**src/slot_mapper_regs.svh**
```systemverilog
// Constants of the payload slot mapper: register offsets, field positions,
// reset values, slot geometry and mode encodings.
// Assumes inclusion by bare name from the package and the design module.
`ifndef SLOT_MAPPER_REGS_SVH
`define SLOT_MAPPER_REGS_SVH

// ----------------------------------------------------------------------------
// Register offsets (word addresses on the plain port)
// ----------------------------------------------------------------------------
`define REG_CTRL 4'h0
`define REG_GEOM 4'h1
`define REG_STATUS 4'h2
`define REG_COUNT 4'h3

// ----------------------------------------------------------------------------
// Field positions
// ----------------------------------------------------------------------------
`define CTRL_ENABLE_BIT 0
`define CTRL_MODE_LSB 4
`define CTRL_MODE_MSB 6
`define CTRL_ACCESS_LSB 8
`define CTRL_ACCESS_MSB 10
`define CTRL_FAST_SIG_BIT 12
`define GEOM_BYTES_LSB 0
`define GEOM_BYTES_MSB 5
`define GEOM_BITS_LSB 8
`define GEOM_BITS_MSB 10

// ----------------------------------------------------------------------------
// Reset values
// ----------------------------------------------------------------------------
`define CTRL_RESET 32'h0000_0000
`define GEOM_RESET_BYTES 6'h20
`define GEOM_RESET_BITS 3'h0

// ----------------------------------------------------------------------------
// Slot geometry limits
// ----------------------------------------------------------------------------
`define BYTE_SLOT_MIN 6'h03
`define BYTE_SLOT_MAX_CLEAR 6'h23
`define BYTE_SLOT_MAX_ISDN 6'h24
`define BYTE_SLOT_E1 6'h20
`define BIT_SLOT_MAX 3'h7
`define ISDN_ACCESS_MAX 3'h6
`define ISDN_SHARED_SIG_MIN 3'h4

// ----------------------------------------------------------------------------
// Mode encodings
// ----------------------------------------------------------------------------
`define MODE_BIT_CLEAR 3'h0
`define MODE_BYTE_CLEAR 3'h1
`define MODE_UNSTRUCT_2M 3'h2
`define MODE_UNALIGNED_2M 3'h3
`define MODE_ALIGNED_2M 3'h4
`define MODE_ISDN 3'h5

`endif

```
**src/slot_mapper_pkg.sv**
```systemverilog
// Types shared by the payload slot mapper and its testbench.
// Assumes the constants header sits in the same folder.
`include "slot_mapper_regs.svh"

package slot_mapper_pkg;

  // --------------------------------------------------------------------------
  // Mapping modes
  // --------------------------------------------------------------------------
  typedef enum logic [2:0] {
    MAP_BIT_CLEAR = 3'h0,
    MAP_BYTE_CLEAR = 3'h1,
    MAP_UNSTRUCT_2M = 3'h2,
    MAP_UNALIGNED_2M = 3'h3,
    MAP_ALIGNED_2M = 3'h4,
    MAP_ISDN = 3'h5
  } map_mode_e;

  // --------------------------------------------------------------------------
  // Slot position inside the sub-block
  // --------------------------------------------------------------------------
  typedef enum logic [1:0] {
    POS_IDLE = 2'h0,
    POS_BIT_SLOT = 2'h1,
    POS_BYTE_SLOT = 2'h2
  } slot_pos_e;

  // Frame builder timing strobes
  typedef struct packed {
    logic bit_tick;
    logic block_start;
    logic frame_last_block;
  } line_timing_s;

  // One mapped payload bit towards the frame builder
  typedef struct packed {
    logic valid;
    logic data;
    logic block_first;
  } line_bit_s;

endpackage : slot_mapper_pkg

```
**src/dsl_payload_slot_mapper.sv**
```systemverilog
// Payload slot mapper: places user traffic into payload sub-blocks.
// Assumes the frame builder gives one bit_tick per payload bit and marks the
// first bit of each sub-block; the user side keeps data ready when asked.
//
// Local design decisions: the register addresses and the plain strobed port.
`timescale 1ns/1ns
`include "slot_mapper_regs.svh"

// Operation
// - Bit mode fills block with contiguous bits
// - Bit order in time equals transmit order
// - Byte mode keeps bytes on slot boundaries
// - Each byte sent LSB first
// - Slot one at block bit zero, ascending
// - Byte mode: no bit slots, 3..35 bytes
// - Unstructured 2M uses bit clear mapping
// - Unaligned 2M: 32 bytes, order kept
// - Unaligned 2M frame offset constant per block
// - Aligned 2M frame starts at block start
// - Aligned: 32 bytes full, fewer fractional
// - ISDN: i bit slots then n bytes
// - Bearer one byte; signalling two bits
// - Four or more accesses share signalling byte
// - One to six accesses, fixed slot counts
// - ISDN frame word is not transported
// - Maintenance functions go over message channel
// - Single shared clock domain for all
// - Lifeline access takes first slots
// - Signalling sent one block after bearers
module dsl_payload_slot_mapper (
  // Clock and reset
  input wire logic clk_sys,
  input wire logic rst_n,
  // Register port
  input wire logic [3:0] reg_addr,
  input wire logic [31:0] reg_wdata,
  input wire logic reg_wr,
  input wire logic reg_rd,
  output logic [31:0] reg_rdata,
  // Frame builder timing
  input wire slot_mapper_pkg::line_timing_s line_timing,
  // Mapped bit towards the frame builder
  output slot_mapper_pkg::line_bit_s line_out,
  // Clear channel user stream
  input wire logic user_bit,
  output logic user_bit_take,
  // Byte stream (byte mode, aligned and unaligned 2M, ISDN bearers)
  input wire logic [7:0] user_byte,
  output logic user_byte_take,
  output logic [5:0] user_byte_slot,
  // ISDN signalling pairs, two bits per access
  input wire logic [11:0] isdn_sig_bits,
  output logic isdn_sig_take,
  // Status
  output logic config_error
);

  // --------------------------------------------------------------------------
  // Register state
  // --------------------------------------------------------------------------
  logic enable_reg; // Link active
  slot_mapper_pkg::map_mode_e mode_reg; // Mapping mode
  logic [2:0] access_reg; // ISDN access count
  logic fast_sig_reg; // Fast signalling uses first bit slot
  logic [5:0] bytes_reg; // Byte slot count n (non-ISDN)
  logic [2:0] bits_reg; // Bit slot count i (non-ISDN)
  logic [31:0] block_count_reg; // Sub-blocks mapped
  logic active_reg; // Mapping runs, started on a block boundary

  // --------------------------------------------------------------------------
  // Slot geometry after mode
  // --------------------------------------------------------------------------
  logic [5:0] eff_bytes; // Byte slots in use
  logic [2:0] eff_bits; // Bit slots in use
  logic geom_bad; // Geometry outside allowed range

  // ISDN byte and bit counts per access number
  function automatic logic [8:0] isdn_geom(input logic [2:0] acc);
    logic [8:0] g;
    g = 9'h000;
    unique case (acc)
      3'h1: g = {6'h02, 3'h2};
      3'h2: g = {6'h04, 3'h4};
      3'h3: g = {6'h06, 3'h6};
      3'h4: g = {6'h09, 3'h0};
      3'h5: g = {6'h0B, 3'h2};
      3'h6: g = {6'h0D, 3'h4};
      default: g = 9'h000;
    endcase
    return g;
  endfunction : isdn_geom

  // Mode selects the geometry
  always_comb begin
    eff_bytes = bytes_reg;
    eff_bits = 3'h0;
    geom_bad = 1'b0;
    unique case (mode_reg)
      slot_mapper_pkg::MAP_BIT_CLEAR, slot_mapper_pkg::MAP_UNSTRUCT_2M: begin
        // Contiguous bits, block length from n and i
        eff_bits = bits_reg;
      end
      slot_mapper_pkg::MAP_BYTE_CLEAR: begin
        // No bit slots, 3 <= n < 36
        geom_bad = (bytes_reg < `BYTE_SLOT_MIN) || (bytes_reg > `BYTE_SLOT_MAX_CLEAR) || (bits_reg != 3'h0);
      end
      slot_mapper_pkg::MAP_UNALIGNED_2M: begin
        eff_bytes = `BYTE_SLOT_E1;
      end
      slot_mapper_pkg::MAP_ALIGNED_2M: begin
        // Full or fractional frame
        geom_bad = (bytes_reg > `BYTE_SLOT_E1) || (bytes_reg == 6'h00);
      end
      slot_mapper_pkg::MAP_ISDN: begin
        // Table of slot counts per access count
        {eff_bytes, eff_bits} = isdn_geom(access_reg);
        geom_bad = (access_reg == 3'h0) || (access_reg > `ISDN_ACCESS_MAX);
      end
      default: begin
        geom_bad = 1'b1;
      end
    endcase
  end

  // --------------------------------------------------------------------------
  // Register writes; configuration frozen while enabled
  // --------------------------------------------------------------------------
  always_ff @(posedge clk_sys or negedge rst_n) begin
    if (!rst_n) begin
      enable_reg <= 1'b0;
      mode_reg <= slot_mapper_pkg::MAP_BIT_CLEAR;
      access_reg <= 3'h0;
      fast_sig_reg <= 1'b0;
      bytes_reg <= `GEOM_RESET_BYTES;
      bits_reg <= `GEOM_RESET_BITS;
    end else if (reg_wr) begin
      if (reg_addr == `REG_CTRL) begin
        enable_reg <= reg_wdata[`CTRL_ENABLE_BIT];
        // Mode fields only move while the link is idle
        if (!enable_reg) begin
          mode_reg <= slot_mapper_pkg::map_mode_e'(reg_wdata[`CTRL_MODE_MSB:`CTRL_MODE_LSB]);
          access_reg <= reg_wdata[`CTRL_ACCESS_MSB:`CTRL_ACCESS_LSB];
          fast_sig_reg <= reg_wdata[`CTRL_FAST_SIG_BIT];
        end
      end else if (reg_addr == `REG_GEOM && !enable_reg) begin
        bytes_reg <= reg_wdata[`GEOM_BYTES_MSB:`GEOM_BYTES_LSB];
        bits_reg <= reg_wdata[`GEOM_BITS_MSB:`GEOM_BITS_LSB];
      end
    end
  end

  // --------------------------------------------------------------------------
  // Register reads, data in the following cycle
  // --------------------------------------------------------------------------
  always_ff @(posedge clk_sys or negedge rst_n) begin
    if (!rst_n) begin
      reg_rdata <= 32'h0000_0000;
    end else if (reg_rd) begin
      unique case (reg_addr)
        `REG_CTRL: reg_rdata <= {19'h00000, fast_sig_reg, 1'b0, access_reg, 1'b0, mode_reg, 3'h0, enable_reg};
        `REG_GEOM: reg_rdata <= {21'h000000, bits_reg, 2'h0, bytes_reg};
        `REG_STATUS: reg_rdata <= {10'h000, eff_bytes, 5'h00, eff_bits, 6'h00, geom_bad, active_reg};
        `REG_COUNT: reg_rdata <= block_count_reg;
        default: reg_rdata <= 32'h0000_0000;
      endcase
    end else begin
      reg_rdata <= 32'h0000_0000;
    end
  end

  // --------------------------------------------------------------------------
  // Sub-block position counters
  // --------------------------------------------------------------------------
  logic in_bits_reg; // Currently in the bit-slot area
  logic [2:0] bit_slot_reg; // Bit slot index
  logic [5:0] byte_slot_reg; // Byte slot index
  logic [2:0] bit_in_byte_reg; // Bit within current byte
  logic [7:0] shift_reg; // Byte being sent, LSB first
  logic [11:0] sig_now_reg; // Signalling captured at this block's start, sent in the next block
  logic [11:0] sig_prev_reg; // Signalling captured with last bearers
  logic last_frame_block_reg; // Current block ends a frame
  logic tick;
  logic block_go;

  assign tick = line_timing.bit_tick;
  assign block_go = tick && line_timing.block_start;

  // Start only at a sub-block boundary so offsets stay constant
  always_ff @(posedge clk_sys or negedge rst_n) begin
    if (!rst_n) begin
      active_reg <= 1'b0;
    end else if (!enable_reg || geom_bad) begin
      active_reg <= 1'b0;
    end else if (block_go) begin
      active_reg <= 1'b1;
    end
  end

  // Next slot position; block_start restarts at bit zero
  logic pos_bits_next;
  always_comb begin
    pos_bits_next = (eff_bits != 3'h0);
  end

  always_ff @(posedge clk_sys or negedge rst_n) begin
    if (!rst_n) begin
      in_bits_reg <= 1'b0;
      bit_slot_reg <= 3'h0;
      byte_slot_reg <= 6'h00;
      bit_in_byte_reg <= 3'h0;
    end else if (block_go) begin
      // First bit of block consumed here: slot one at position zero
      in_bits_reg <= pos_bits_next && (eff_bits != 3'h1);
      bit_slot_reg <= 3'h1;
      byte_slot_reg <= 6'h00;
      bit_in_byte_reg <= pos_bits_next ? 3'h0 : 3'h1;
    end else if (tick && active_reg) begin
      if (in_bits_reg) begin
        // Bit slots first, then bytes
        bit_slot_reg <= bit_slot_reg + 3'h1;
        in_bits_reg <= (bit_slot_reg + 3'h1) != eff_bits;
      end else begin
        bit_in_byte_reg <= bit_in_byte_reg + 3'h1; // Slots ascend
        if (bit_in_byte_reg == 3'h7) begin
          byte_slot_reg <= byte_slot_reg + 6'h01;
        end
      end
    end
  end

  // --------------------------------------------------------------------------
  // Data selection
  // --------------------------------------------------------------------------
  logic cur_is_bit_slot; // This tick falls in the bit-slot area
  logic cur_byte_start; // This tick opens a byte slot
  logic [2:0] cur_bit_slot; // Bit slot index at this tick
  logic is_bit_mode; // Bit-transparent modes

  always_comb begin
    is_bit_mode = (mode_reg == slot_mapper_pkg::MAP_BIT_CLEAR) || (mode_reg == slot_mapper_pkg::MAP_UNSTRUCT_2M);
    if (block_go) begin
      cur_is_bit_slot = pos_bits_next;
      cur_bit_slot = 3'h0;
      cur_byte_start = !pos_bits_next;
    end else begin
      cur_is_bit_slot = in_bits_reg;
      cur_bit_slot = bit_slot_reg;
      cur_byte_start = !in_bits_reg && (bit_in_byte_reg == 3'h0);
    end
  end

  // ISDN bit slot contents: signalling of the previous block
  function automatic logic isdn_bit(input logic [2:0] slot, input logic fast, input logic [11:0] sig);
    logic [2:0] k;
    logic r;
    r = 1'b0;
    k = slot;
    if (fast) begin
      // First bit slot reserved for the fast signalling channel
      k = slot - 3'h1;
      r = (slot == 3'h0) ? 1'b0 : sig[k];
    end else begin
      r = sig[k];
    end
    return r;
  endfunction : isdn_bit

  // Signalling due now; at block start the capture has not yet moved over
  logic [11:0] sig_send;
  assign sig_send = block_go ? sig_now_reg : sig_prev_reg;

  // Shared signalling byte for four or more accesses
  logic [7:0] shared_sig_byte;
  logic shared_sig;
  always_comb begin
    shared_sig = (mode_reg == slot_mapper_pkg::MAP_ISDN) && (access_reg >= `ISDN_SHARED_SIG_MIN);
    // Accesses with bit slots come first; rest fill the shared byte
    if (access_reg == 3'h4) begin
      shared_sig_byte = sig_send[7:0];
    end else if (access_reg == 3'h5) begin
      shared_sig_byte = sig_send[9:2];
    end else begin
      shared_sig_byte = sig_send[11:4];
    end
  end

  // --------------------------------------------------------------------------
  // Output bit stream and user handshakes
  // --------------------------------------------------------------------------
  logic out_data;
  logic take_byte;
  logic take_bit;
  logic [7:0] load_byte;

  always_comb begin
    take_bit = 1'b0;
    take_byte = 1'b0;
    load_byte = user_byte;
    out_data = 1'b0;
    if (is_bit_mode) begin
      // Each payload bit is the next user bit, no gaps
      take_bit = 1'b1;
      out_data = user_bit;
    end else if (cur_is_bit_slot) begin
      // Only ISDN has bit slots; frame word never sent
      out_data = isdn_bit(cur_bit_slot, fast_sig_reg, sig_send);
    end else if (cur_byte_start) begin
      // With four or more accesses the shared signalling byte owns byte slot one
      if (shared_sig && (byte_slot_reg == 6'h00) && !block_go) begin
        load_byte = shared_sig_byte;
      end else if (shared_sig && block_go) begin
        load_byte = shared_sig_byte;
      end else begin
        take_byte = 1'b1;
      end
      out_data = load_byte[0]; // LSB first
    end else begin
      out_data = shift_reg[0];
    end
  end

  // Byte shifter keeps the rest of the current slot
  always_ff @(posedge clk_sys or negedge rst_n) begin
    if (!rst_n) begin
      shift_reg <= 8'h00;
    end else if (tick && (active_reg || block_go)) begin
      shift_reg <= cur_byte_start ? {1'b0, load_byte[7:1]} : {1'b0, shift_reg[7:1]};
    end
  end

  // Signalling captured with the bearers, sent in the next block
  always_ff @(posedge clk_sys or negedge rst_n) begin
    if (!rst_n) begin
      sig_now_reg <= 12'h000;
      sig_prev_reg <= 12'h000;
      last_frame_block_reg <= 1'b0;
    end else if (block_go) begin
      // Next block after a frame's last one is the next frame's first
      sig_prev_reg <= sig_now_reg;
      sig_now_reg <= isdn_sig_bits;
      last_frame_block_reg <= line_timing.frame_last_block;
    end
  end

  // Registered outputs
  logic going;
  assign going = tick && enable_reg && !geom_bad && (active_reg || block_go);

  always_ff @(posedge clk_sys or negedge rst_n) begin
    if (!rst_n) begin
      line_out <= '0;
      user_bit_take <= 1'b0;
      user_byte_take <= 1'b0;
      user_byte_slot <= 6'h00;
      isdn_sig_take <= 1'b0;
      config_error <= 1'b0;
    end else begin
      line_out.valid <= going;
      line_out.data <= going ? out_data : 1'b0;
      line_out.block_first <= going && block_go;
      user_bit_take <= going && take_bit;
      user_byte_take <= going && take_byte && !is_bit_mode;
      user_byte_slot <= block_go ? 6'h00 : byte_slot_reg;
      isdn_sig_take <= going && block_go && (mode_reg == slot_mapper_pkg::MAP_ISDN);
      config_error <= geom_bad;
    end
  end

  // Sub-block counter for status
  always_ff @(posedge clk_sys or negedge rst_n) begin
    if (!rst_n) begin
      block_count_reg <= 32'h0000_0000;
    end else if (going && block_go) begin
      block_count_reg <= block_count_reg + 32'h0000_0001;
    end
  end

endmodule : dsl_payload_slot_mapper

```
**config.mk**
```make
export PLATFORM = sky130hd
export DESIGN_NAME = dsl_payload_slot_mapper
export DESIGN_NICKNAME = d
export VERILOG_FILES = /design/src/slot_mapper_pkg.sv /design/src/dsl_payload_slot_mapper.sv
export VERILOG_INCLUDE_DIRS = /design/src
export SDC_FILE = /design/constraint.sdc
export NUM_CORES = 1
export LEC_CHECK = 0
export BUFFER_PORTS_ARGS = -buffer_cell sky130_fd_sc_hd__buf_2
export CAP_MARGIN = 10
export CORE_MARGIN = 3
export CORE_UTILIZATION = 45
export DETAILED_ROUTE_END_ITERATION = 7
export HOLD_SLACK_MARGIN = 0.12
export PLACE_DENSITY = 0.71
export SLEW_MARGIN = 20
export SYNTH_ARGS = -nofsm -noshare
export SYNTH_HDL_FRONTEND = slang
export SYNTH_SLANG_ARGS = --single-unit
```
**constraint.sdc**
```tcl
create_clock -name clk_sys -period 5.6 [get_ports clk_sys]
set_clock_uncertainty 0.15 [all_clocks]
set_input_delay 1.4 -clock clk_sys [delete_from_list [all_inputs] [get_ports clk_sys]]
set_output_delay 1.4 -clock clk_sys [all_outputs]
set_load 0.05 [all_outputs]
```
# Yosys cells after proc, flatten, opt, wreduce, memory -nomap -nowiden
# Index checks and enable logic that the tools add are counted.
dict set report word_totals {
  register_bits 140
  input_bits 64
  out_inout_bits 45
}
dict set report op_classes {
  addsub 5
  order_cmp 7
  n_eq_ne 18
  n_mux 50
  bitwise_logic 2
  reduce_logical 52
}
# cell count
set op_table {}
lappend op_table {{$pmux 32 s4} 1}
lappend op_table {{$mux 8} 6}
lappend op_table {{$pmux 7 s6} 1}
lappend op_table {{$add 32x1->32 const B} 1}
lappend op_table {{$mux 32} 1}
lappend op_table {{$mux 6} 5}
lappend op_table {{$mux 1} 22}
lappend op_table {{$mux 3} 7}
lappend op_table {{$eq 3x3->1 const B} 6}
lappend op_table {{$logic_and 1x1->1} 18}
lappend op_table {{$eq 3x2->1 const B} 4}
lappend op_table {{$gt 6x6->1 const B} 2}
lappend op_table {{$logic_not 3->1} 4}
lappend op_table {{$logic_not 6->1} 2}
lappend op_table {{$mux 12} 1}
lappend op_table {{$pmux 6 s2} 1}
lappend op_table {{$lt 3x5->1 const B} 2}
lappend op_table {{$reduce_and 3->1} 3}
lappend op_table {{$eq 4x2->1 const B} 2}
lappend op_table {{$reduce_bool 2->1} 4}
lappend op_table {{$logic_or 1x1->1} 7}
lappend op_table {{$mux 7} 1}
lappend op_table {{$add 3x1->3 const B} 2}
lappend op_table {{$add 6x1->6 const B} 1}
lappend op_table {{other kinds (19)} 30}

# Longest topological paths before layout
dict set report depth {
  depth_word 11
  ltp_mapped 11
}

# Worst setup path before layout
# Ideal clock, no wire load.
dict set report synth_timing {
  path_kind {input -> register}
  from {in line_timing[2] (netlist bit)}
  to {reg line_out[1] (netlist bit)}
  arrival_ps 3655
  t_required_ps 5312
  slack_ps 1657
  cell_stages 10
  cell_sequence {clkbuf_1 > nand2_1 > clkbuf_1 > clkbuf_1 > nand2_1 > ha_1 > mux4_2 > a311oi_1 > o311a_1 > nor4_1}
}
dict set report synth_via {
  elab_chain_len 10
}
# item line
set synth_lines {}
lappend synth_lines {{start: declaration} dsl_payload_slot_mapper.sv:41} ;# input wire slot_mapper_pkg::line_timing_s line_timing,
lappend synth_lines {{$logic_and 1x1->1} dsl_payload_slot_mapper.sv:186} ;# assign block_go = tick && line_timing.block_start;
lappend synth_lines {{$mux 3 / $mux 12 (equally long branches)} -}
lappend synth_lines {{$sub 3x1->3 / $mux 8 (equally long branches)} {dsl_payload_slot_mapper.sv:260, dsl_payload_slot_mapper.sv:280}}
lappend synth_lines {{$bmux 1 s3 / $mux 8 (equally long branches)} {dsl_payload_slot_mapper.sv:261, dsl_payload_slot_mapper.sv:278}}
lappend synth_lines {{$mux 1 (not written as such) / $mux 8 (equally long branches)} {dsl_payload_slot_mapper.sv:261, dsl_payload_slot_mapper.sv:311}}
lappend synth_lines {{$mux 1 / $mux 8 (equally long branches)} {dsl_payload_slot_mapper.sv:261, dsl_payload_slot_mapper.sv:309}}
lappend synth_lines {{$mux 1 (on tied branches)} {dsl_payload_slot_mapper.sv:258, dsl_payload_slot_mapper.sv:307}}
lappend synth_lines {{$mux 1} dsl_payload_slot_mapper.sv:304} ;# end else if (cur_is_bit_slot) begin
lappend synth_lines {{$mux 1} dsl_payload_slot_mapper.sv:300} ;# if (is_bit_mode) begin
lappend synth_lines {{$mux 1 (*)} dsl_payload_slot_mapper.sv:359} ;# line_out.data <= going ? out_data : 1'b0;
lappend synth_lines {{end: declaration} dsl_payload_slot_mapper.sv:43} ;# output slot_mapper_pkg::line_bit_s line_out,
# Mark *: on every way between the ends. The rest lies on a longest branch, timed or not. The select of a mux whose other input is x is not followed.
# A chain may end at the register's enable or synchronous reset.

# Worst setup path in the final report
dict set report layout_timing {
  from {in line_timing[2] (netlist bit)}
  to {reg shift_reg[4]}
}
dict set report layout_via {
  elab_chain_len 9
}
# item line
set layout_lines {}
lappend layout_lines {{$logic_and 1x1->1} dsl_payload_slot_mapper.sv:186}
lappend layout_lines {{$mux 12} -}
lappend layout_lines {{$mux 8} dsl_payload_slot_mapper.sv:280} ;# end else if (access_reg == 3'h5) begin
lappend layout_lines {{$mux 8} dsl_payload_slot_mapper.sv:278} ;# if (access_reg == 3'h4) begin
lappend layout_lines {{$mux 8} dsl_payload_slot_mapper.sv:311} ;# end else if (shared_sig && block_go) begin
lappend layout_lines {{$mux 8} dsl_payload_slot_mapper.sv:309} ;# if (shared_sig && (byte_slot_reg == 6'h00) && !block_go) begin
lappend layout_lines {{$mux 8} dsl_payload_slot_mapper.sv:304}
lappend layout_lines {{$mux 8} dsl_payload_slot_mapper.sv:300}
lappend layout_lines {{$mux 7} dsl_payload_slot_mapper.sv:327} ;# shift_reg <= cur_byte_start ? {1'b0, load_byte[7:1]} : {1'b0, shift_reg[7:1]};
lappend layout_lines {{end signal: assignment} dsl_payload_slot_mapper.sv:327}
lappend layout_lines {{end: declaration} dsl_payload_slot_mapper.sv:178} ;# logic [7:0] shift_reg;
# Several ways; a longest one is shown, not always the timed one.

==> impl_metrics.csv <==
group,metric,value,unit
setup_path,timing.rr.start,"bytes_reg[3]",
timing,final_max_slew_viol_count,0,
setup_path,cpMostUsedCell,"mux2i_1",
final_layout,areaGrowthSynthToFinish,18.05,%
power_and_ir_drop,swShare,0.3092,
power_and_ir_drop,p_clk_frac,0.386,
logic_synthesis,synth_fp_nets,698,
logic_synthesis,async_flop_share,1.000,
floorplan,initial_core_util,0.4681,
timing,fmax,0.2700,GHz
logic_synthesis,synth_top_family_by_area,"simple AND/OR/NAND/NOR gates",
worst_hold_path,holdPathEnd,"block_count_reg[31]",
setup_path,r2r-end,"user_byte_take",
setup_path,crit_family,"multiplexers",
logic_synthesis,muxShareOfSynthArea,0.09746,
setup_path,max_stage_delay,0.70,ns
cts,cts_buffers,17,
cts,cts_max_level,4,
power_and_ir_drop,pwr-share-comb,0.197,
final_layout,nets,774,
setup_path,cp_max_fo,22,
detailed_routing,postRouteAntennaNets,0,
logic_synthesis,yosys.area_share.xor_xnor,0.05044,
detailed_routing,wl,15080,um
floorplan,coreArea,14100,um^2
power_and_ir_drop,power_leakage,3.862,nW
cts,cts_tree,"built",
logic_synthesis,synth_fa_ha_area_frac,0.01706,
detailed_routing,num_vias,5003,
final_layout,layout_common_cells,"dfrtp_1, nand2_1, buf_2, nor2_1, mux2_2",
cts,cts-root-buf,"clkbuf_16",
floorplan,fp.dieH,127.1,um
timing,fin_tns_setup,0,ns
cts,clock_latency,0.43,ns
final_layout,final_common_cell,"dfrtp_1",
detailed_routing,viasPerCell,5.596,
cts,cts.sinks,139,
setup_path,arrival,3.84,ns
floorplan,num_rows,43,
worst_hold_path,hold_depth,1,
power_and_ir_drop,netSwitchingPower,0.0009590,W
logic_synthesis,synth_compound_area_frac,0.09158,
timing,post-route-period-util,0.6614,
timing,rsz0062_at_grt,"false",
timing,hold_ws,0.3162,ns
logic_synthesis,ys_warn_count,0,
timing,setup_violations,0,
setup_path,crit_start,"line_timing[2]",
power_and_ir_drop,internal-power,0.002142,W
logic_synthesis,ys_seq_area_frac,0.5273,
job,cap_violations,0,
setup_path,slowest_stage,"and2_1",
placement,portBuffers,86,
cts,cts_max_path_buffers,2,
worst_hold_path,min_path_type,"reg -> reg",
floorplan,fp.dieW,127.1,um
setup_path,path_cells,"buf_2, and2_1, buf_4, mux2i_1, mux2i_1, mux2_2, mux2i_1, o221ai_1",
final_layout,post_route_cells_drive_above_1_share,0.2353,
logic_synthesis,synth-simple-area-share,0.1841,
logic_synthesis,avgSynthCellArea,10.56,um^2
setup_path,worst-r2r-cell-count,6,
timing,finalHoldViolCount,0,
floorplan,ios,109,
logic_synthesis,synth_area,6599,um^2
logic_synthesis,ys_types,63,
grt,grt_pass1_wl,24830,um
setup_path,critPathLaunchType,"input pin",
grt,grt_use_total,0.1932,
cts,postCtsHoldBufs,0,
power_and_ir_drop,p_per_area,398.1,nW/um^2
grt,overflow,0,
final_layout,n_antenna_cell,0,
setup_path,required,5.73,ns
grt,grt_max_degree,104,
detailed_routing,drt_iter0_drc,420,
timing,slew_headroom,0.2731,
logic_synthesis,synth_flop_cell,"dfrtp_1",
timing,post-route-min-period,3.704,ns
outcome,status,"complete, no violations",
power_and_ir_drop,sequentialPowerShare,0.417,
placement,hpwl,10510,um
power_and_ir_drop,p_total,0.003101,W
power_and_ir_drop,peakVddDrop,0.2427,mV
detailed_routing,wire_per_inst,16.86,um
logic_synthesis,synth_edf_count,0,
grt,grt_pass1_vias,4923,
grt,antenna_found_initial,0,
timing,worst_pin_slew,1.090,ns
cts,cts.clk_slew.worst_paths,0.06,ns
cts,cts_resized,0,
placement,gp_congestion,0.8603,
logic_synthesis,syn_inst,625,
setup_path,ff2ff_setup_slack,2.51,ns
detailed_routing,remaining_drc_errors,0,
worst_hold_path,worstHoldStart,"block_count_reg[31]",
detailed_routing,dr.pass1.iters,5,
setup_path,crit_buf_inv,2,
setup_path,critPathKind,"in -> reg",
setup_path,crit_path_end_kind,"flip-flop",
floorplan,dieArea,16150,um^2
logic_synthesis,ys_seq_elements,139,
cts,post_cts_buffers,0,
[stage by stage]
step	setup slack (ns)	utilization	area, um^2	cells
after floorplan	1.657	-	6599	625
after global placement	1.555	0.5078	7158	862
after detailed placement	1.474	0.5078	7158	862
after CTS	1.931	0.5526	7790	894
after global routing	1.676	0.5526	7790	894
final	1.896	0.5526	7790	894
[logic make-up after synthesis]
kind of cell,Yosys count
buffers and inverters,53
adders and majority gates,9
muxes,53
xor gates and xnor gates,38
DFF,139
AOI/OAI and AO/OA,85
and+or+nand+nor,248
[routing by layer]
metal | GRT usage | vias to the layer above | wire [um]
li1 | - | 2347 | -
met1 | 0.2632 | 2489 | 6797
met4 | 0.06688 | 0 | 276
met2 | 0.3051 | 148 | 7186
met5 | 0 | - | 0
met3 | 0.04682 | 19 | 815
[power by group through the flow]
stage,sequential [W],clock [W],combinational (W)
6_report,0.00129,0.00120,0.000612
5_1_grt,0.00131,0.00126,0.000682
4_1_cts,0.00129,0.00122,0.000615
3_5_place_dp,0.00131,0,0.000607
3_3_place_gp,0.00130,0,0.000583
2_1_floorplan,0.00127,0,0.000461
[worst max path at each step]
stage          cells after the start           end  slack (ns)
2_1_floorplan                     10   line_out[1]        1.66
3_3_place_gp                       8  shift_reg[4]        1.56
3_5_place_dp                       8  shift_reg[4]        1.47
4_1_cts                            8  shift_reg[4]        1.93
5_1_grt                            8  shift_reg[4]        1.68
6_report                           8  shift_reg[4]        1.90
[cell usage after synthesis (all sizes together), types with 6 or more instances]
library cell  count  area share
dfrtp           138        0.52
nor2             40       0.023
nand2b            8      0.0076
o221ai            6      0.0080
nand2           101       0.057
nor3             12      0.0091
a21oi            20       0.015
nand4             9      0.0085
ha                9       0.017
a22oi            11       0.013
xnor2            16       0.021
o21ai            12      0.0091
mux2i            17       0.026
and2             10      0.0095
xor2             22       0.029
buf              10      0.0076
clkbuf           24       0.014
and3             28       0.027
mux2             30       0.051
mux4              6       0.020
nor4             11       0.012
nand3            14       0.011
inv              19       0.011
[area by class of cell]
cell class / count / area, um^2
Clock buffer: 19 / 452.9
Clock inverter: 13 / 178.9
Fill cell: 1198 / 6306
Inverter: 19 / 71.32
Multi-Input combinational cell: 433 / 2908
Sequential cell: 139 / 3480
Tap cell: 180 / 225.2
Timing Repair Buffer: 91 / 474.2
Note: power is estimated with default switching activity, not from simulation.
